--- config.mk ---
export PLATFORM = sky130hd
export DESIGN_NAME = lmcb_ctrl
export DESIGN_NICKNAME = d
export VERILOG_FILES = /design/src/lmcb_pkg.sv /design/src/lmcb_sync3.sv /design/src/lmcb_ctrl.sv
export SDC_FILE = /design/constraint.sdc
export NUM_CORES = 1
export LEC_CHECK = 0
export BUFFER_PORTS_ARGS = -buffer_cell sky130_fd_sc_hd__buf_2
export CAP_MARGIN = 20
export CORE_MARGIN = 2
export CORE_UTILIZATION = 49
export DETAILED_ROUTE_END_ITERATION = 10
export PLACE_DENSITY = 0.82
export SYNTH_ARGS = -nofsm -noshare
export SYNTH_HDL_FRONTEND = slang
export SYNTH_SLANG_ARGS = --single-unit
--- constraint.sdc ---
create_clock -name i_clk -period 1.9 [get_ports i_clk]
set_input_delay 0.19 -clock i_clk [delete_from_list [all_inputs] [get_ports i_clk]]
set_output_delay 0.19 -clock i_clk [all_outputs]
set_load 0.01 [all_outputs]
--- src/lmcb_pkg.sv ---
// Shared constants and types for the LCD mode, clock and boost control block
package lmcb_pkg;
	// Register addresses
	localparam logic [15:0] LMCB_ADDR_MODE = 16'h0001;
	localparam logic [15:0] LMCB_ADDR_CLK = 16'h0002;
	localparam logic [15:0] LMCB_ADDR_BOOST = 16'h0003;
	localparam logic [15:0] LMCB_ADDR_CKSEL = 16'hff40;
	// Reset value, shared by all four registers
	localparam logic [7:0] LMCB_REG_RESET = 8'h00;
	// Writable bits; the rest are stored and read as zero
	localparam logic [7:0] LMCB_MODE_MASK = 8'he7;
	localparam logic [7:0] LMCB_CLK_MASK = 8'h0f;
	localparam logic [7:0] LMCB_BOOST_MASK = 8'hc1;
	localparam logic [7:0] LMCB_CKSEL_MASK = 8'h1f;
	// Field positions in display_mode_ctrl
	localparam int LMCB_DISP_ON_BIT = 7;
	localparam int LMCB_DRIVE_BIT = 6;
	localparam int LMCB_BOOST_BIT = 5;
	localparam int LMCB_MODE_LSB = 0;
	// Field positions in lcd_clock_ctrl
	localparam int LMCB_SRC_LSB = 2;
	localparam int LMCB_DIV_LSB = 0;
	// Field positions in boost_contrast_ctrl
	localparam int LMCB_GAIN_BIT = 0;
	localparam int LMCB_CONTRAST_LSB = 6;
	// Field positions in host_clock_output_select
	localparam int LMCB_CLKOUT_EN_BIT = 4;
	localparam int LMCB_CCS_LSB = 0;
	// Output clock select codes
	localparam logic [3:0] LMCB_CCS_PRS_64 = 4'h6;
	localparam logic [3:0] LMCB_CCS_PRS_128 = 4'h7;
	localparam logic [3:0] LMCB_CCS_SUB = 4'h8;
	// Last count of the peripheral clock prescaler
	localparam logic [6:0] LMCB_PRS_LAST_64 = 7'h3f;
	localparam logic [6:0] LMCB_PRS_LAST_128 = 7'h7f;
	// Source clock select codes and prescaler last counts
	localparam logic [1:0] LMCB_SRC_DIV2 = 2'h2;
	localparam logic [1:0] LMCB_SRC_DIV4 = 2'h3;
	localparam logic [1:0] LMCB_SRC_LAST_2 = 2'h1;
	localparam logic [1:0] LMCB_SRC_LAST_4 = 2'h3;
	// Last counts of the LCD clock divider, by divide code
	localparam logic [8:0] LMCB_DIV_LAST_64 = 9'h03f;
	localparam logic [8:0] LMCB_DIV_LAST_128 = 9'h07f;
	localparam logic [8:0] LMCB_DIV_LAST_256 = 9'h0ff;
	localparam logic [8:0] LMCB_DIV_LAST_512 = 9'h1ff;
	// Display mode codes
	localparam logic [2:0] LMCB_MODE_4S_B3 = 3'h0;
	localparam logic [2:0] LMCB_MODE_3S_B3 = 3'h1;
	localparam logic [2:0] LMCB_MODE_2S_B2 = 3'h2;
	localparam logic [2:0] LMCB_MODE_3S_B2 = 3'h3;
	localparam logic [2:0] LMCB_MODE_STATIC = 3'h4;
	// Time slice counts
	localparam logic [2:0] LMCB_SLICES_1 = 3'h1;
	localparam logic [2:0] LMCB_SLICES_2 = 3'h2;
	localparam logic [2:0] LMCB_SLICES_3 = 3'h3;
	localparam logic [2:0] LMCB_SLICES_4 = 3'h4;
	// Segment and common drive state
	typedef enum logic [1:0] {
		LMCB_DRV_GROUND,
		LMCB_DRV_DESELECT,
		LMCB_DRV_DISPLAY
	} lmcb_drive_type;
endpackage : lmcb_pkg

--- src/lmcb_sync3.sv ---
// Three-flop synchroniser with rising-edge pulse for an outside clock
module lmcb_sync3 (
	// Clock and reset
	input wire logic i_clk,
	input wire logic i_resetn,
	// Outside level and its qualified rising edge
	input wire logic i_async,
	output logic o_rise
);
	logic s1_r;
	logic s2_r;
	logic s3_r;
	logic level_r;
	logic agree_w;

	// Only the second and third stages are compared
	assign agree_w = (s2_r == s3_r);

	// Synchroniser chain and filtered level
	always_ff @(posedge i_clk or negedge i_resetn) begin
		if (!i_resetn) begin
			s1_r <= 1'b0;
			s2_r <= 1'b0;
			s3_r <= 1'b0;
			level_r <= 1'b0;
			o_rise <= 1'b0;
		end else begin
			s1_r <= i_async;
			s2_r <= s1_r;
			s3_r <= s2_r;
			if (agree_w) begin
				level_r <= s3_r;
			end
			o_rise <= agree_w & s3_r & ~level_r;
		end
	end
endmodule : lmcb_sync3

--- src/lmcb_ctrl.sv ---
// LCD display mode, clock chain and boost control registers
module lmcb_ctrl
	import lmcb_pkg::*;
(
	// Clock (peripheral clock) and reset
	input wire logic i_clk,
	input wire logic i_resetn,
	// Register access port
	input wire logic i_wr_en,
	input wire logic i_rd_en,
	input wire logic [15:0] i_addr,
	input wire logic [7:0] i_wdata,
	output logic [7:0] o_rdata,
	output logic o_rvalid,
	// Clock sources, gating and reference generator select
	input wire logic i_sub_clk,
	input wire logic i_port_mode_clock_gate,
	input wire logic [1:0] i_ref_generator_select,
	// Driver control outputs
	output logic [1:0] o_drive_state,
	output logic o_boost_run,
	output logic o_gain,
	output logic [1:0] o_contrast_select,
	output logic [2:0] o_slices,
	output logic o_bias_half,
	output logic o_mode_prohibited,
	// Timing outputs
	output logic o_clock_out_tick,
	output logic o_lcd_clock_tick,
	output logic o_frame_tick,
	output logic [1:0] o_com_index
);
	// Mode decode: {slices, bias_half, prohibited}
	function automatic logic [4:0] mode_decode(input logic [2:0] code, input logic boosting);
		logic [4:0] res;
		res = {LMCB_SLICES_4, 1'b0, 1'b1};
		if (boosting) begin
			case (code)
				LMCB_MODE_4S_B3, LMCB_MODE_2S_B2: res = {LMCB_SLICES_4, 1'b0, 1'b0};
				LMCB_MODE_3S_B3, LMCB_MODE_3S_B2: res = {LMCB_SLICES_3, 1'b0, 1'b0};
				default: res = {LMCB_SLICES_4, 1'b0, 1'b1};
			endcase
		end else begin
			case (code)
				LMCB_MODE_4S_B3: res = {LMCB_SLICES_4, 1'b0, 1'b0};
				LMCB_MODE_3S_B3: res = {LMCB_SLICES_3, 1'b0, 1'b0};
				LMCB_MODE_2S_B2: res = {LMCB_SLICES_2, 1'b1, 1'b0};
				LMCB_MODE_3S_B2: res = {LMCB_SLICES_3, 1'b1, 1'b0};
				LMCB_MODE_STATIC: res = {LMCB_SLICES_1, 1'b0, 1'b0};
				default: res = {LMCB_SLICES_4, 1'b0, 1'b1};
			endcase
		end
		return res;
	endfunction : mode_decode

	logic [7:0] mode_r;
	logic [7:0] clk_r;
	logic [7:0] boost_r;
	logic [7:0] cksel_r;
	logic [6:0] prs_cnt_r;
	logic [1:0] src_cnt_r;
	logic [8:0] div_cnt_r;
	logic [1:0] slice_r;
	logic sub_rise_w;

	// Subsystem clock arrives from outside the domain
	lmcb_sync3 u_sub_sync (
		.i_clk(i_clk),
		.i_resetn(i_resetn),
		.i_async(i_sub_clk),
		.o_rise(sub_rise_w)
	);

	// Register decode
	wire sel_mode_w = (i_addr == LMCB_ADDR_MODE);
	wire sel_clk_w = (i_addr == LMCB_ADDR_CLK);
	wire sel_boost_w = (i_addr == LMCB_ADDR_BOOST);
	wire sel_cksel_w = (i_addr == LMCB_ADDR_CKSEL);
	wire [7:0] rdata_w = sel_mode_w ? mode_r :
		sel_clk_w ? clk_r :
		sel_boost_w ? boost_r :
		sel_cksel_w ? cksel_r : 8'h00;

	// Register fields
	wire display_on_w = mode_r[LMCB_DISP_ON_BIT];
	wire drive_w = mode_r[LMCB_DRIVE_BIT];
	wire boost_w = mode_r[LMCB_BOOST_BIT];
	wire [2:0] mode_code_w = mode_r[LMCB_MODE_LSB +: 3];
	wire [1:0] src_sel_w = clk_r[LMCB_SRC_LSB +: 2];
	wire [1:0] div_sel_w = clk_r[LMCB_DIV_LSB +: 2];
	wire [3:0] ccs_w = cksel_r[LMCB_CCS_LSB +: 4];
	wire clkout_en_w = cksel_r[LMCB_CLKOUT_EN_BIT];

	// Reference generator picks the decode table
	wire boosting_w = i_ref_generator_select[1];
	wire [4:0] mode_dec_w = mode_decode(mode_code_w, boosting_w);
	wire [2:0] slices_w = mode_dec_w[4:2];

	// Output clock: peripheral clock prescaled or subsystem clock
	wire prs_last_w = (ccs_w == LMCB_CCS_PRS_64) ? (prs_cnt_r[5:0] == LMCB_PRS_LAST_64[5:0]) :
		(prs_cnt_r == LMCB_PRS_LAST_128);
	wire gate_open_w = clkout_en_w & ~i_port_mode_clock_gate;
	wire pcl_tick_w = gate_open_w & ((ccs_w == LMCB_CCS_SUB) ? sub_rise_w :
		((ccs_w == LMCB_CCS_PRS_64) | (ccs_w == LMCB_CCS_PRS_128)) & prs_last_w);

	// Source prescale by 1, 2 or 4
	wire src_tick_w = pcl_tick_w & ((src_sel_w == LMCB_SRC_DIV2) ?
		(src_cnt_r[0] == LMCB_SRC_LAST_2[0]) :
		(src_sel_w == LMCB_SRC_DIV4) ? (src_cnt_r == LMCB_SRC_LAST_4) : 1'b1);

	// LCD clock divider by 64 to 512
	wire [8:0] div_last_w = (div_sel_w == 2'h0) ? LMCB_DIV_LAST_64 :
		(div_sel_w == 2'h1) ? LMCB_DIV_LAST_128 :
		(div_sel_w == 2'h2) ? LMCB_DIV_LAST_256 : LMCB_DIV_LAST_512;
	wire lcd_tick_w = src_tick_w & ((div_cnt_r & div_last_w) == div_last_w);

	// Slice counter wraps after the mode's slice count
	wire slice_wrap_w = (slice_r == 2'(slices_w - LMCB_SLICES_1)) |
		(slice_r > 2'(slices_w - LMCB_SLICES_1));
	wire frame_w = lcd_tick_w & slice_wrap_w;

	// Drive state: ground beats deselect beats display
	lmcb_drive_type drive_nxt;
	assign drive_nxt = !drive_w ? LMCB_DRV_GROUND :
		!display_on_w ? LMCB_DRV_DESELECT : LMCB_DRV_DISPLAY;

	// Register file; unused bits kept at zero
	always_ff @(posedge i_clk or negedge i_resetn) begin
		if (!i_resetn) begin
			mode_r <= LMCB_REG_RESET;
			clk_r <= LMCB_REG_RESET;
			boost_r <= LMCB_REG_RESET;
			cksel_r <= LMCB_REG_RESET;
		end else if (i_wr_en) begin
			if (sel_mode_w) mode_r <= i_wdata & LMCB_MODE_MASK;
			if (sel_clk_w) clk_r <= i_wdata & LMCB_CLK_MASK;
			if (sel_boost_w) boost_r <= i_wdata & LMCB_BOOST_MASK;
			if (sel_cksel_w) cksel_r <= i_wdata & LMCB_CKSEL_MASK;
		end
	end

	// Read data registered one cycle after the strobe
	always_ff @(posedge i_clk or negedge i_resetn) begin
		if (!i_resetn) begin
			o_rdata <= 8'h00;
			o_rvalid <= 1'b0;
		end else begin
			o_rdata <= i_rd_en ? rdata_w : 8'h00;
			o_rvalid <= i_rd_en;
		end
	end

	// Divider chain; counters clear to zero while the clock output is gated
	always_ff @(posedge i_clk or negedge i_resetn) begin
		if (!i_resetn) begin
			prs_cnt_r <= 7'h00;
			src_cnt_r <= 2'h0;
			div_cnt_r <= 9'h000;
			slice_r <= 2'h0;
		end else if (!gate_open_w) begin
			prs_cnt_r <= 7'h00;
			src_cnt_r <= 2'h0;
			div_cnt_r <= 9'h000;
			slice_r <= 2'h0;
		end else begin
			prs_cnt_r <= prs_last_w ? 7'h00 : prs_cnt_r + 7'h01;
			if (pcl_tick_w) src_cnt_r <= src_cnt_r + 2'h1;
			if (src_tick_w) div_cnt_r <= div_cnt_r + 9'h001;
			if (lcd_tick_w) slice_r <= slice_wrap_w ? 2'h0 : slice_r + 2'h1;
		end
	end

	// Registered outputs
	always_ff @(posedge i_clk or negedge i_resetn) begin
		if (!i_resetn) begin
			o_drive_state <= LMCB_DRV_GROUND;
			o_boost_run <= 1'b0;
			o_gain <= 1'b0;
			o_contrast_select <= 2'h0;
			o_slices <= LMCB_SLICES_4;
			o_bias_half <= 1'b0;
			o_mode_prohibited <= 1'b0;
			o_clock_out_tick <= 1'b0;
			o_lcd_clock_tick <= 1'b0;
			o_frame_tick <= 1'b0;
			o_com_index <= 2'h0;
		end else begin
			o_drive_state <= drive_nxt;
			o_boost_run <= boost_w;
			o_gain <= boost_r[LMCB_GAIN_BIT];
			o_contrast_select <= boost_r[LMCB_CONTRAST_LSB +: 2];
			o_slices <= slices_w;
			o_bias_half <= mode_dec_w[1];
			o_mode_prohibited <= mode_dec_w[0];
			o_clock_out_tick <= pcl_tick_w;
			o_lcd_clock_tick <= lcd_tick_w;
			o_frame_tick <= frame_w;
			o_com_index <= slice_r;
		end
	end

	// Helper: cycles since the last LCD clock tick
	logic [15:0] gap_r;
	always_ff @(posedge i_clk or negedge i_resetn) begin
		if (!i_resetn) gap_r <= 16'h0000;
		else if (lcd_tick_w || !gate_open_w) gap_r <= 16'h0000;
		else gap_r <= gap_r + 16'h0001;
	end
endmodule : lmcb_ctrl

==> results.toml <==
[status]
status = "finished with violations"
violations = "negative setup slack"

[detailed_routing]
wl_per_cell_um = 15.6
first_pass_iters = 4
totalWireLength_um = 6640
drc = 0
drtAntennaViolNets = 0
drt_iter0_drc = 78
viasPerCell = 5.49
vias = 2335

[yosys]
synthSimpleGateAreaFrac = 0.192
yosysSeqAreaShare = 0.571
synth_edf_count = 0
synth-adder-area-share = 0.0252
synth_mux_area_frac = 0.0848
ys_warn_count = 0
synthTopCellsByArea = "dfrtp_1 56%, mux2_2 6.8%, nor2_1 3.7%, xor2_1 2.6%, ha_1 2.5%"
synth_xor_xnor_area_share = 0.0323
synth_top_family_by_area = "simple AND/OR/NAND/NOR gates"
syn_inst = 247
synth_top_area_cell = "dfrtp_1"
async_flop_share = 1.00
ys_types = 45
ys_ff_latch = 68
syn_area_um2 = 2980
avgSynthCellArea_um2 = 12.1
syn_nets = 285
synthFlopType = "dfrtp_1"
synth_compound_area_frac = 0.0743
yosys.area.top_type_share = 0.562

[place]
place_hpwl_um = 4590
pre_cts_ws_ps = -248
dpl.cell_count = 401
port_buffers = 55
gp_congestion = 0.782
postPlaceCellArea_um2 = 3560

[pwr]
p_leak_nw = 1.93
p_int_mw = 2.25
combPwrFrac = 0.042
swShare = 0.220
switchingPower_mw = 0.635
power_frac_seq = 0.507
ir_drop_mv = 0.477
power.total_mw = 2.88
power_frac_clock = 0.451
p_per_area_nw_per_um2 = 735

[grt]
grt_pass1_wl_um = 10500
grt_max_degree = 27
gr-total-overflow = 0
antenna_found_initial = 0
track_usage = 0.212
grtUsageMet2 = 0.372
grt_util_met1 = 0.235
first_global_vias = 2286
busiest_layer = "met2"
grt_use_met3 = 0.0637

[clock_tree]
clk_latency_ps = 340
clockBufferDepth = 2
cts.sinks = 68
cts-buffers-inserted = 9
cts_root_buffer = "clkbuf_8"
cts_tree = "yes"
clk_pin_slew_ps = 70
cts.htree.levels = 3

[setup_path]
crit_fanout = 2
end_kind = "register"
crit_type = "reg -> reg"
r2r-start = "mode_r[1]"
startpoint = "mode_r[1]"
r2r_slack_ps = -160
rr_endpoint = "slice_r[1]"
arrival_ps = 2330
crit_required_ps = 2170
reg2reg_depth = 7
worstSetupStartpointType = "register"

[worst_hold_path]
hp-start = "i_wdata[4]"
hold_depth = 2
hold-path-endpoint = "cksel_r[4]"
hp-class = "in -> reg"

[sta]
fin_crit_ps = 2060
slew_headroom = 0.638
fin_ws_ps = -161
skew_ps = 8.07
setup_viol = 2
drv_slew = 0
rsz0062_at_grt = "yes"
timing.hold.ws_ps = 76.1
finalHoldViolations = 0
finalSetupTns_ps = -195
fmax_ghz = 0.485
worst_pin_slew_ps = 544
period_share = 1.08

[layout]
final_area_um2 = 3920
fin_cells = 425
nets = 383
area_delta_synth_final_pct = 31.4
finish.utilization = 0.666
diodes = 0
drive_above_1_share = 0.423

[die]
fp.dieH_um = 82.0
core_um2 = 5890
die-area_um2 = 6720
die_x_um = 82.0
rows = 28
ios = 57
start_util = 0.507

[job]
max_cap_viol_count = 0
-- worst max-delay path, cell delays in order (launching register included) --
cell	delay, ps
dfrtp_1	390
nand2b_4	170
buf_6	120
a211oi_2	240
ha_1	290
a21oi_4	150
or4b_4	480
a21oi_2	150
-- what timing repair did --
action / in CTS / in global routing
endpoints found under the hold margin: 20 / 0
hold buffers: 2 / 0
pin swaps: 4 / 13
setup buffers: 1 / 5
setup endpoints to repair: 2 / 5
gates resized for setup: 8 / 10
-- registers in the layout, summed over array words and instances (netlist names), 2 cells and up --
register           count
boost_r                3
cksel_r                5
clk_r                  4
div_cnt_r              9
mode_r                 6
o_com_index            2
o_contrast_select      2
o_drive_state          2
o_rdata                8
o_slices               3
prs_cnt_r              7
slice_r                2
src_cnt_r              2
-- power by group through the flow --
stage               clock network (mW)  logic, mW  registers [mW]
finish                            1.30      0.121            1.46
global route                      1.40      0.134            1.46
CTS                               1.32      0.123            1.46
detailed placement                   0      0.119            1.49
global placement                     0      0.115            1.49
floorplan                            0     0.0254            1.49
-- synthesized netlist by cell type, types with 5 or more instances --
master	number
inv_1	9
mux2_2	18
and3_1	5
nand3_1	7
o211ai_1	5
o21ai_0	7
dfrtp_1	67
mux2i_1	5
a21oi_1	6
xor2_1	9
nor2_1	29
nand2b_1	5
ha_1	6
nand2_1	13
nor2b_1	6
-- cells in the final DEF, fill, tap and decap left out, types with 3 or more instances in the layout --
cell	n
buf_4	29
o211ai_1	5
o21ai_0	7
nand3_1	7
nor4_4	3
clkinvlp_4	4
a21oi_1	4
clkbuf_8	9
nor2_1	27
dfrtp_1	66
nand2_1	12
nand2b_1	3
nor2b_1	6
buf_2	55
mux2i_1	5
inv_1	9
or4_1	3
a32oi_1	3
nor3_1	3
nand4_1	4
mux2_2	18
xor2_1	9
ha_1	5
and3_1	5
-- how the worst max path moves through the flow --
stage	endpoint
finish	slice_r[1]
global route	slice_r[1]
CTS	slice_r[1]
detailed placement	clk_r[0]
global placement	clk_r[1]
floorplan	boost_r[6]
-- per-layer routing --
metal  part of all wire  wire, um
met1               0.40      2640
met2               0.53      3540
met3              0.045       298
met4              0.024       158
met5                  0         0
-- cell families after synthesis --
| logic type | Yosys count |
|---|---|
| xor+xnor | 11 |
| compound gates | 30 |
| simple gates | 97 |
| fa+ha+maj | 6 |
| buf+inv | 12 |
| mux | 23 |
| flops | 68 |
-- cell type report --
| class | count | area (um^2) |
|---|---|---|
| sequential | 68 | 1700 |
| timing repair buffer | 90 | 576 |
| inverter | 9 | 33.8 |
| clock inverter | 6 | 90.1 |
| tap | 75 | 93.8 |
| fill | 439 | 1970 |
| multi-input combinational | 167 | 1290 |
| clock buffer | 10 | 128 |
Note: power is estimated with default switching activity, not from simulation.
